[src/hdl/tcs_regs.svh]
// register offsets, field positions and reset values of the comparator block
`ifndef TCS_REGS_SVH
`define TCS_REGS_SVH

// byte offsets on the register bus
`define TCS_OFS_CTRL 8'h00
`define TCS_OFS_FLAG 8'h04
`define TCS_OFS_IEN 8'h08
`define TCS_OFS_IRQC 8'h0C

// comparator_control_reg fields
`define TCS_CTRL_RES_HI 7
`define TCS_CTRL_RES_LO 5
`define TCS_CTRL_EN_HI 2
`define TCS_CTRL_EN_LO 0

// peripheral_flag_reg / peripheral_enable_reg fields
`define TCS_FLAG_HI 3
`define TCS_FLAG_LO 1

// irq_control_reg fields
`define TCS_IRQC_GIE 7
`define TCS_IRQC_PERIPHERAL_IRQ_ENABLE 6

// reset values
`define TCS_RST_EN 3'h0
`define TCS_RST_RES 3'h0
`define TCS_RST_FLAG 3'h0
`define TCS_RST_IE 3'h0

// bus answers
`define TCS_RESP_OKAY 2'h0
`define TCS_RESP_SLVERR 2'h2

`endif

[src/hdl/tcs_pkg.sv]
// types shared by the triple comparator status block
package tcs_pkg;

  typedef logic [2:0] tcs_tri_type;

  typedef struct packed {
    tcs_tri_type sync1;
    tcs_tri_type sync2;
    tcs_tri_type sync3;
    tcs_tri_type stable;
    tcs_tri_type enable;
    tcs_tri_type latched;
    tcs_tri_type flag;
    tcs_tri_type irq_en;
    logic periph_en;
    logic global_en;
    logic bvalid;
    logic [1:0] bresp;
    logic rvalid;
    logic [1:0] rresp;
    logic [31:0] rdata;
  } tcs_state_type;

endpackage : tcs_pkg

[src/hdl/tcs_top.sv]
// comparator control, change detection and interrupt gating behind AXI4-Lite
//
// Overview of operation
// - results readable only through control register
// - result high when input exceeds reference
// - results at bits 7:5, read-only, reset zero
// - enables at bits 2:0, read-write, reset zero
// - bits 4:3 read zero, writes ignored
// - result may be invalid while settling
// - flag set while result differs from latched
// - flags at bits 3:1, cleared by writing zero
// - writing one sets a flag
// - request needs comparator, peripheral, global enables
// - flag sets even when enables clear
// - access coinciding with change still sets flag
// - any control access relatches results
// - mismatch keeps setting flag over clears
// - enabled comparator keeps working in sleep
// - enabled comparator interrupt wakes from sleep
// - wake leaves control register unchanged
// - reset clears control register and enables
`include "tcs_regs.svh"
`timescale 1ns/1ns
`default_nettype none

module tcs_top (
  // clock and reset
  input wire logic aclk,
  input wire logic aresetn,
  // write address channel
  input wire logic [7:0] s_axi_awaddr,
  input wire logic [2:0] s_axi_awprot,
  input wire logic s_axi_awvalid,
  output logic s_axi_awready,
  // write data channel
  input wire logic [31:0] s_axi_wdata,
  input wire logic [3:0] s_axi_wstrb,
  input wire logic s_axi_wvalid,
  output logic s_axi_wready,
  // write response channel
  output logic [1:0] s_axi_bresp,
  output logic s_axi_bvalid,
  input wire logic s_axi_bready,
  // read address channel
  input wire logic [7:0] s_axi_araddr,
  input wire logic [2:0] s_axi_arprot,
  input wire logic s_axi_arvalid,
  output logic s_axi_arready,
  // read data channel
  output logic [31:0] s_axi_rdata,
  output logic [1:0] s_axi_rresp,
  output logic s_axi_rvalid,
  input wire logic s_axi_rready,
  // analog side
  input wire logic [2:0] cmp_raw,
  output logic [2:0] cmp_enable_bits,
  // core side
  input wire logic sleep_mode,
  output logic irq_req,
  output logic wake_req
);

  tcs_pkg::tcs_state_type st_r;
  tcs_pkg::tcs_state_type st_nxt;

  logic wr_take;
  logic rd_take;
  logic [5:0] wr_word;
  logic [5:0] rd_word;
  logic wr_lane0;
  logic ctrl_access;
  tcs_pkg::tcs_tri_type cmp_result_bits;
  tcs_pkg::tcs_tri_type mismatch;
  tcs_pkg::tcs_tri_type pending;

  //////////////////////////////////////////////////////////////////////////////
  // bus handshake

  // write taken only with address and data together; the master holds both
  assign s_axi_awready = s_axi_awvalid && s_axi_wvalid && !st_r.bvalid;
  assign s_axi_wready = s_axi_awready;
  assign s_axi_arready = !st_r.rvalid;
  assign wr_take = s_axi_awready;
  assign rd_take = s_axi_arvalid && s_axi_arready;
  assign wr_word = s_axi_awaddr[7:2];
  assign rd_word = s_axi_araddr[7:2];
  assign wr_lane0 = s_axi_wstrb[0];

  assign s_axi_bvalid = st_r.bvalid;
  assign s_axi_bresp = st_r.bresp;
  assign s_axi_rvalid = st_r.rvalid;
  assign s_axi_rresp = st_r.rresp;
  assign s_axi_rdata = st_r.rdata;

  //////////////////////////////////////////////////////////////////////////////
  // comparator view

  assign cmp_result_bits = st_r.stable & st_r.enable;
  assign mismatch = cmp_result_bits ^ st_r.latched;
  assign ctrl_access = (wr_take && wr_word == 6'(`TCS_OFS_CTRL >> 2))
                    || (rd_take && rd_word == 6'(`TCS_OFS_CTRL >> 2));
  assign pending = st_r.flag & st_r.irq_en;
  assign cmp_enable_bits = st_r.enable;
  assign irq_req = (|pending) && st_r.periph_en && st_r.global_en;
  // wake needs only the per-comparator enable
  assign wake_req = sleep_mode && (|pending);

  //////////////////////////////////////////////////////////////////////////////
  // next state

  always_comb begin
    st_nxt = st_r;
    st_nxt.sync1 = cmp_raw;
    st_nxt.sync2 = st_r.sync1;
    st_nxt.sync3 = st_r.sync2;
    // result moves only once two stages agree, filtering settle glitches
    for (int i = 0; i < 3; i++) begin
      if (st_r.sync2[i] == st_r.sync3[i]) begin
        st_nxt.stable[i] = st_r.sync3[i];
      end
    end
    // latch and compare in one cycle, so a coinciding change still flags
    if (ctrl_access) begin
      st_nxt.latched = cmp_result_bits;
    end

    if (st_r.bvalid && s_axi_bready) begin
      st_nxt.bvalid = 1'b0;
    end
    if (st_r.rvalid && s_axi_rready) begin
      st_nxt.rvalid = 1'b0;
    end

    if (wr_take) begin
      st_nxt.bvalid = 1'b1;
      st_nxt.bresp = `TCS_RESP_OKAY;
      unique case (wr_word)
        6'(`TCS_OFS_CTRL >> 2): begin
          if (wr_lane0) begin
            st_nxt.enable = s_axi_wdata[`TCS_CTRL_EN_HI:`TCS_CTRL_EN_LO];
          end
        end
        6'(`TCS_OFS_FLAG >> 2): begin
          if (wr_lane0) begin
            st_nxt.flag = s_axi_wdata[`TCS_FLAG_HI:`TCS_FLAG_LO];
          end
        end
        6'(`TCS_OFS_IEN >> 2): begin
          if (wr_lane0) begin
            st_nxt.irq_en = s_axi_wdata[`TCS_FLAG_HI:`TCS_FLAG_LO];
          end
        end
        6'(`TCS_OFS_IRQC >> 2): begin
          if (wr_lane0) begin
            st_nxt.global_en = s_axi_wdata[`TCS_IRQC_GIE];
            st_nxt.periph_en = s_axi_wdata[`TCS_IRQC_PERIPHERAL_IRQ_ENABLE];
          end
        end
        default: begin
          st_nxt.bresp = `TCS_RESP_SLVERR;
        end
      endcase
    end

    // hardware set wins over a software clear, regardless of enables
    st_nxt.flag = st_nxt.flag | mismatch;

    if (rd_take) begin
      st_nxt.rvalid = 1'b1;
      st_nxt.rresp = `TCS_RESP_OKAY;
      st_nxt.rdata = 32'h0000_0000;
      unique case (rd_word)
        6'(`TCS_OFS_CTRL >> 2): begin
          st_nxt.rdata[`TCS_CTRL_RES_HI:`TCS_CTRL_RES_LO] = cmp_result_bits;
          st_nxt.rdata[`TCS_CTRL_EN_HI:`TCS_CTRL_EN_LO] = st_r.enable;
        end
        6'(`TCS_OFS_FLAG >> 2): begin
          st_nxt.rdata[`TCS_FLAG_HI:`TCS_FLAG_LO] = st_r.flag;
        end
        6'(`TCS_OFS_IEN >> 2): begin
          st_nxt.rdata[`TCS_FLAG_HI:`TCS_FLAG_LO] = st_r.irq_en;
        end
        6'(`TCS_OFS_IRQC >> 2): begin
          st_nxt.rdata[`TCS_IRQC_GIE] = st_r.global_en;
          st_nxt.rdata[`TCS_IRQC_PERIPHERAL_IRQ_ENABLE] = st_r.periph_en;
        end
        default: begin
          st_nxt.rresp = `TCS_RESP_SLVERR;
        end
      endcase
    end
  end

  //////////////////////////////////////////////////////////////////////////////
  // state register

  // sleep never touches state, so detection runs and control survives
  always_ff @(posedge aclk) begin
    if (!aresetn) begin
      st_r <= '0;
      st_r.enable <= `TCS_RST_EN;
      st_r.stable <= `TCS_RST_RES;
      st_r.latched <= `TCS_RST_RES;
      st_r.flag <= `TCS_RST_FLAG;
      st_r.irq_en <= `TCS_RST_IE;
    end else begin
      st_r <= st_nxt;
    end
  end
endmodule : tcs_top

`default_nettype wire

[config.mk]
export PLATFORM = sky130hd
export DESIGN_NAME = tcs_top
export DESIGN_NICKNAME = d
export VERILOG_FILES = /design/src/hdl/tcs_pkg.sv /design/src/hdl/tcs_top.sv
export VERILOG_INCLUDE_DIRS = /design/src /design/src/hdl
export SDC_FILE = /design/constraint.sdc
export NUM_CORES = 1
export LEC_CHECK = 0
export BUFFER_PORTS_ARGS = -buffer_cell sky130_fd_sc_hd__buf_2
export CORE_MARGIN = 3
export CORE_UTILIZATION = 45
export DETAILED_ROUTE_END_ITERATION = 10
export PLACE_DENSITY = 0.9
export SETUP_SLACK_MARGIN = 0.5
export SLEW_MARGIN = 10
export SYNTH_ARGS = -nofsm -noshare
export SYNTH_HDL_FRONTEND = slang
export SYNTH_SLANG_ARGS = --single-unit
[constraint.sdc]
create_clock -name aclk -period 4 [get_ports aclk]
set_clock_uncertainty 0.1 [all_clocks]
set_input_delay 0.2 -clock aclk [delete_from_list [all_inputs] [get_ports aclk]]
set_output_delay 0.2 -clock aclk [all_outputs]
set_load 0.02 [all_outputs]
# Word-level counts from Yosys, hierarchy flattened
# Cells that the tools add are included.
# totals
ff_bits,39
inputBits,69
output_inout_bits,46
word_cells,70
# classes
n_eq_ne,9
mux,17
n_bitwise,4
reduce_logical,23
# ops
op,count
35-bit 2-to-1 mux,1
6-bit by 2-bit == test with 1-bit output (second input constant),4
6-bit by 1-bit == test with 1-bit output (second input constant),2
6-bit zero test,2
3-bit 2-to-1 mux,4
11-bit 2-to-1 mux,1
1-bit logical AND,10
3-bit AND reduction,3
2-bit 2-to-1 mux,4
4-bit OR reduction,2
3-bit bitwise AND,2
2-bit case mux with 3 select lines,1
1-bit 2-to-1 mux,4
2-bit case mux with 2 select lines,1
2-bit nonzero test,2
1-bit == test,3
3-bit bitwise OR,1
3-bit OR reduction,1
3-bit XOR,1
1-bit zero test,2
1-bit case mux with 2 select lines,1
1-bit logical OR,1

# Depth between registers and ports, before layout
# Gate-level depths: netlist of run 1.
# logic_depth
depth_word,5
mapped_depth,5
mapped_depth_nobuf,4

# Least setup slack after synthesis of run 1
# No wires, ideal clock.
# synth_timing
kind,reg2reg
from,reg st_r (netlist bit s_axi_bvalid)
to,reg st_r[46] (netlist name)
setup_time_ps,72
t_arrival_ps,1335
setup_slack_ps,2494
stages_incl_launch_ff,4
n_path_buf,0
cell_sequence,dfxtp_1 nor2_1 a32o_2 mux2i_1
# synth_via
elab_chain_len,4
# synth_lines
element,line_no,rtl
start: declaration,tcs_top.sv:63,tcs_pkg::tcs_state_type st_r;
start signal: assignment,tcs_top.sv:207,st_r <= st_nxt;
1-bit zero test,tcs_top.sv:80,assign s_axi_awready = s_axi_awvalid && s_axi_wvalid && !st_r.bvalid;
1-bit logical AND,tcs_top.sv:80,
net s_axi_awready,tcs_top.sv:34,"output logic s_axi_awready,"
1-bit logical AND,tcs_top.sv:100,assign ctrl_access = (wr_take && wr_word == 6'(`TCS_OFS_CTRL >> 2))
1-bit logical OR,tcs_top.sv:100,
# The timed path passes the listed nets, and every way through them passes these cells.
# A chain may end at the register's enable or synchronous reset.

# Worst setup path after layout of run 1
# layout_timing
from,reg st_r[43] (netlist name)
to,out irq_req
# layout_via
elab_chain_len,4
# layout_lines
element,line_no,rtl
3-bit bitwise AND,tcs_top.sv:102,assign pending = st_r.flag & st_r.irq_en;
3-bit OR reduction,tcs_top.sv:104,assign irq_req = (|pending) && st_r.periph_en && st_r.global_en;
1-bit logical AND (2 in series),tcs_top.sv:104,
end: declaration,tcs_top.sv:59,"output logic irq_req,"
# Every way passes these cells.

==> results.md, run 1 <==
* Status: completed
* CTS sink cnt at 37
* Die Ht at 69.2 microns
* Area growth from synthesis to layout at 8.22%
* Seq cells post-synth at 37
* Synth unique cells at 29
* CTS tree: built
* Critical path class: reg2out
* Largest net degree at the start of global routing at 27
* Critical Path Source Type: flop
* Worst path cell trace: a222oi_1 -> nor2_1 -> buf_2
* Via count at 1,375
* CP peak stage delay at 0.48 ns
* Final Cycle Share at 41.4%
* Worst-Margin Slew at 0.641 ns
* Worst-Skew Late Latency at 0.28 ns
* PortBufs at 48
* Die width at 69.2 microns
* Placed cell areas at 1860 sq um
* Post-DP HPWL at 2520 microns
* PostCTS Resize Cnt at 0
* # Post-CTS Setup Buffers at 0
* Fin. Hold Viols at 0
* Syn Area/Cell at 8.76 sq um
* Clock transition at path regs at 0.06 ns
* Vias in the first global route at 1,198
* Worst R2R Setup Slack at 2.55 ns
* Die area at 4780 sq um
* CP Capture Type: output port
* Fmax at 605 MHz
* Initial Util at 48.0%
* Remaining antenna violation count at 0
* H-tree level count at 2
* Peak VDD IR at 223 uV
* Hold Buf Count CTS at 0
* Number of antenna violations at the first check in global routing at 0
* Setup TNS at 0 ns
* DR WL/cell at 11.5 microns
* Root buf cell: clkbuf_8
* Worst hold path class: in2reg
* Ant diodes at 0
* Io pins at 115
* GR Overflow Total at 0
* Leak Pwr at 0.885 nW
* Iteration-0 DRC Markers at 86
* Gpl congestion at 0.752
* Via-per-instance ratio at 4.79
* First drt pass iteration count at 4
* Worst Path Arrival at 1.35 ns
* Post-Syn Instances at 205
* PwrDens at 358 nW/um^2
* Synth Warn # at 0
* CP max FO at 3
* Slowest stage cell, crit path: a222oi_1
* Layout cells sized above 1 at 23.8%
* Register area share after synthesis at 41.3%
* Row cnt at 22
* Final #Nets at 307
* Total Power at 695 uW
* RSZ-0062 raised after global routing: false
* Mapped cell area at 1800 sq um
* Setup WS post-layout at 2.35 ns
* Total Routing Usage GR at 13.5%
* First-pass GRT wire length at 5230 microns
* Total core area at 3740 sq um
* Tmin final at 1.65 ns
* Final setup viols at 0
* Buffer depth of the longest clock path at 2
* Residual DRC at 0
* Max cap viols at 0
* Slew HR at 57.2%
* Final core occ at 51.9%
* Post-place setup slack at 2.31 ns
* Post-layout instance area at 1940 sq um
* Final max-slew violation count at 0
* WP data required at 3.70 ns
* Num CTS Buffers at 5
* Routed WL at 3310 microns
cell usage after synthesis (all sizes together):
cell,instances,area [sq um]
inv,3,11.3
nor4,1,21.3
nor2,14,52.6
mux2i,11,110
nand4b,1,8.76
nand2b,2,12.5
a22oi,3,22.5
nor2b,4,25.0
or4,1,11.3
nand4,4,25.0
o2bb2ai,2,17.5
a21oi,10,50.1
a31oi,2,12.5
o21ai,8,40.0
buf,40,300
dfxtp,37,741
a32o,1,11.3
a211oi,1,7.51
nand2,21,78.8
and4b,2,20.0
conb,1,3.75
and2,9,56.3
a22o,1,8.76
nor3,2,21.3
a222oi,1,10.0
xor2,3,26.3
clkbuf,8,30.0
nand3,12,60.1
stage by stage:
step | hold WS (ns) | cells
after floorplan | 0.227 | 231
after global placement | 0.304 | 279
after detailed placement | 0.309 | 279
after CTS | 0.00800 | 287
after global routing | 0.0221 | 287
final | 0.0195 | 287
kinds of logic (layout without fill, tap and decap cells):
family,after synthesis,after routing,synth area share [%]
simple gates,73,73,21.9
buf+inv,51,59,19.0
flops,37,37,41.3
compound gates,29,29,10.0
mux,11,11,6.13
xor+xnor,3,3,1.46
other cells,1,27,0.209
state kept, by name (all words and copies together) (netlist names):
signal           flops
s_axi_rvalid         1
st_nxt               6
s_axi_rresp          1
cmp_enable_bits      3
s_axi_bresp          1
st_r                17
s_axi_rdata          7
s_axi_bvalid         1
cell type report:
cell class,count,area [sq um]
Fill cell,364,1800
Sequential cell,37,741
Timing Repair Buffer,48,240
Multi-Input combinational cell,143,811
Tap cell,48,60.1
Inverter,3,11.3
Clock buffer,8,80.1
worst max-delay path: cells and delay by family (launching register included):
kind / cells / cell delay, ns
AO/OA/AOI/OAI: 1 / 0.48
buffers and inverters: 1 / 0.17
flip-flops: 1 / 0.33
AND/OR/NAND/NOR: 1 / 0.09
path summary, 6_finish.rpt:
path                        startpoint               endpoint  depth (start not counted)
max                st_r[43]$_SDFF_PN0_                irq_req                          3
min reg2reg      st_nxt[60]$_SDFF_PN0_  st_nxt[57]$_SDFF_PN0_                          1
min                         cmp_raw[2]  st_nxt[60]$_SDFF_PN0_                          2
max reg2reg  s_axi_rvalid$_SDFFE_PN0P_  st_r[46]$_SDFFE_PN0P_                          3
per-layer routing:
| metal | vias up | part of all wire [%] | global-route usage [%] |
|---|---|---|---|
| met2 | 48 | 51 | 22.6 |
| met4 | 0 | 1.1 | 5.86 |
| met5 | - | 0 | 0 |
| li1 | 690 | - | - |
| met1 | 634 | 40 | 15.6 |
| met3 | 3 | 7.3 | 4.37 |
power by group:
group	leakage (nW)	internal, mW	total (mW)	switching [mW]
sequential	0.300	0.375	0.378	0.00317
combinational	0.545	0.0212	0.0759	0.0547
clock	0.0395	0.124	0.241	0.117
cells in the final DEF (no fill, tap or decap), types with 3 or more instances in the layout:
master and instances:
nor2_1 14, o21ai_0 8, mux2i_1 11, dfxtp_1 37, inv_1 3, clkbuf_1 3
nand2_1 21, clkbuf_8 5, a22oi_1 3, xor2_1 3, nand3_1 12, conb_1 27
and2_1 9, nor2b_1 4, a21oi_1 10, nand4_1 4, buf_2 48
(Power assumes the default switching activity.)
==> inputs of run 2 (changes only) <==
Settings changed: CORE_UTILIZATION 45 to 42, PLACE_DENSITY 0.9 to 0.85.
Clock period 4 ns to 1.66 ns, I/O delays scaled along.
==> run 2 against run 1 <==
Clock power rose to 2.8 times the previous value; sequential share of layout area down 4.9 points; first-iteration DRC count down 15%; largest cell class unchanged; critical path type unchanged; total power rose to 2.6 times the previous value; highest routed layer unchanged.
==> results.md, run 2 (synthesis gave the netlist of run 1 again) <==
* Status: completed
* Reg2reg path depth at 4
* Worst-Skew Late Latency at 0.29 ns
* Die area at 5100 sq um
* First drt pass iteration count at 4
* Via count at 1,533
* CTS tree: built
* Final Cycle Share at 91.1%
* Worst-Margin Slew at 0.628 ns
* Residual DRC at 0
* Iteration-0 DRC Markers at 73
* Max cap viols at 0
* Leak Pwr at 1.01 nW
* Area growth from synthesis to layout at 26.4%
* Final setup viols at 0
* PortBufs at 48
* Gpl congestion at 0.793
* Final #Nets at 328
* Final max-slew violation count at 0
* Via-per-instance ratio at 4.95
* Most common cell after layout, fill and taps aside: buf_2
* First-pass GRT wire length at 6120 microns
* Most frequent cells in the layout: 45 x buf_2, 30 x dfxtp_1, 27 x conb_1
* Largest net degree at the start of global routing at 26
* Largest Register: st_r
* WP data required at 1.48 ns
* Die width at 71.4 microns
* Root buf cell: clkbuf_8
* Io pins at 115
* CTS sink cnt at 37
* Remaining antenna violation count at 0
* GR Overflow Total at 0
* Buffer depth of the longest clock path at 2
* Post-DP HPWL at 2720 microns
* Post-Layout Cell Count at 310
* Initial Util at 44.2%
* Ant diodes at 0
* Peak VDD IR at 362 uV
* Total core area at 4060 sq um
* Largest register FFs at 17
* Fin. Hold Viols at 0
* Slew HR at 58.1%
* Critical path class: reg2out
* Worst hold path class: in2reg
* Routed WL at 4070 microns
* Fmax at 662 MHz
* Total Routing Usage GR at 15.2%
* Dpl cells at 284
* Layout cells sized above 1 at 34.6%
* Number of antenna violations at the first check in global routing at 0
* RSZ-0062 raised after global routing: true
* PwrDens at 809 nW/um^2
* Worst Hold Depth at 3
* CP max FO at 2
* Setup TNS at 0 ns
* Row cnt at 23
* DR WL/cell at 13.1 microns
* CP Capture Type: output port
* H-tree level count at 2
* Clock transition at path regs at 0.08 ns
* Tmin final at 1.51 ns
* Fillcell total at 358
* Worst Path Arrival at 1.33 ns
* Vias in the first global route at 1,382
* Die Ht at 71.4 microns
* Num CTS Buffers at 5
* Critical Path Source Type: flop
[run 2: cell types whose count changed in the layout (fill, tap and decap cells not counted), sizes merged]
cell         delta
buf            +10
dlygate4sd3    +11
clkinv          +1
clkbuf          -1
[run 2: worst max-delay path, stage by stage (launching register included)]
cell and delay (ns):
dfxtp_2 0.32, a222oi_1 0.43, nor2b_1 0.10, buf_4 0.17
[run 2: power breakdown]
| part | internal (mW) | leakage [nW] | switching [mW] | total [mW] |
|---|---|---|---|---|
| combinational | 0.0913 | 0.653 | 0.152 | 0.244 |
| clock | 0.375 | 0.0542 | 0.307 | 0.682 |
| sequential | 0.903 | 0.304 | 0.00830 | 0.911 |
| total | 1.37 | 1.01 | 0.468 | 1.84 |
[run 2: through the flow]
step                utilization, %  hold slack, ns  power [mW]  setup WS [ns]  cell area (sq um)
floorplan                        -           0.110        1.11          0.320               1900
global placement              46.8           0.190        1.12          0.207               1900
detailed placement            46.8           0.191        1.12          0.182               1900
CTS                           53.9          0.0502        1.84          0.146               2190
global route                  55.9          0.0709        1.92         0.0496               2270
finish                        55.9          0.0526        1.84          0.148               2270
[run 2: what timing repair did]
action                                 4_1_cts  5_1_grt
buffers inserted                             4        3
setup endpoints to repair                   22       27
endpoints found under the hold margin       15        0
gates resized for setup                     14       21
pin swaps                                    6        6
hold buffers                                11        0
[run 2: layout make-up]
| cell class | count | area, sq um | share of cell area (%) |
|---|---|---|---|
| Sequential cell | 37 | 754 | 33.2 |
| Inverter | 3 | 11.3 | 0.496 |
| Multi-Input combinational cell | 143 | 877 | 38.6 |
| Timing Repair Buffer | 69 | 463 | 20.4 |
| Tap cell | 50 | 62.6 | 2.76 |
| Clock buffer | 7 | 96.3 | 4.24 |
| Clock inverter | 1 | 5.00 | 0.221 |
[run 2: worst paths after layout]
kind                                  start                         to  slack, ns
setup / recovery      st_r[40]$_SDFFE_PN0P_                   wake_req       0.15
hold / removal                s_axi_arvalid  s_axi_rvalid$_SDFFE_PN0P_       0.05
setup reg to reg  s_axi_bvalid$_SDFFE_PN0P_        st_r[44]$_SDFF_PN0_       0.19
hold reg to reg       st_nxt[59]$_SDFF_PN0_      st_nxt[56]$_SDFF_PN0_       0.34
[run 2: layer usage]
layer / share of wire [%] / vias to the layer above / track usage [%]
li1: - / 741 / -
met1: 36 / 704 / 16.4
met2: 52 / 71 / 27.6
met3: 8.4 / 17 / 5.05
met4: 3.3 / 0 / 5.64
met5: 0 / - / 0
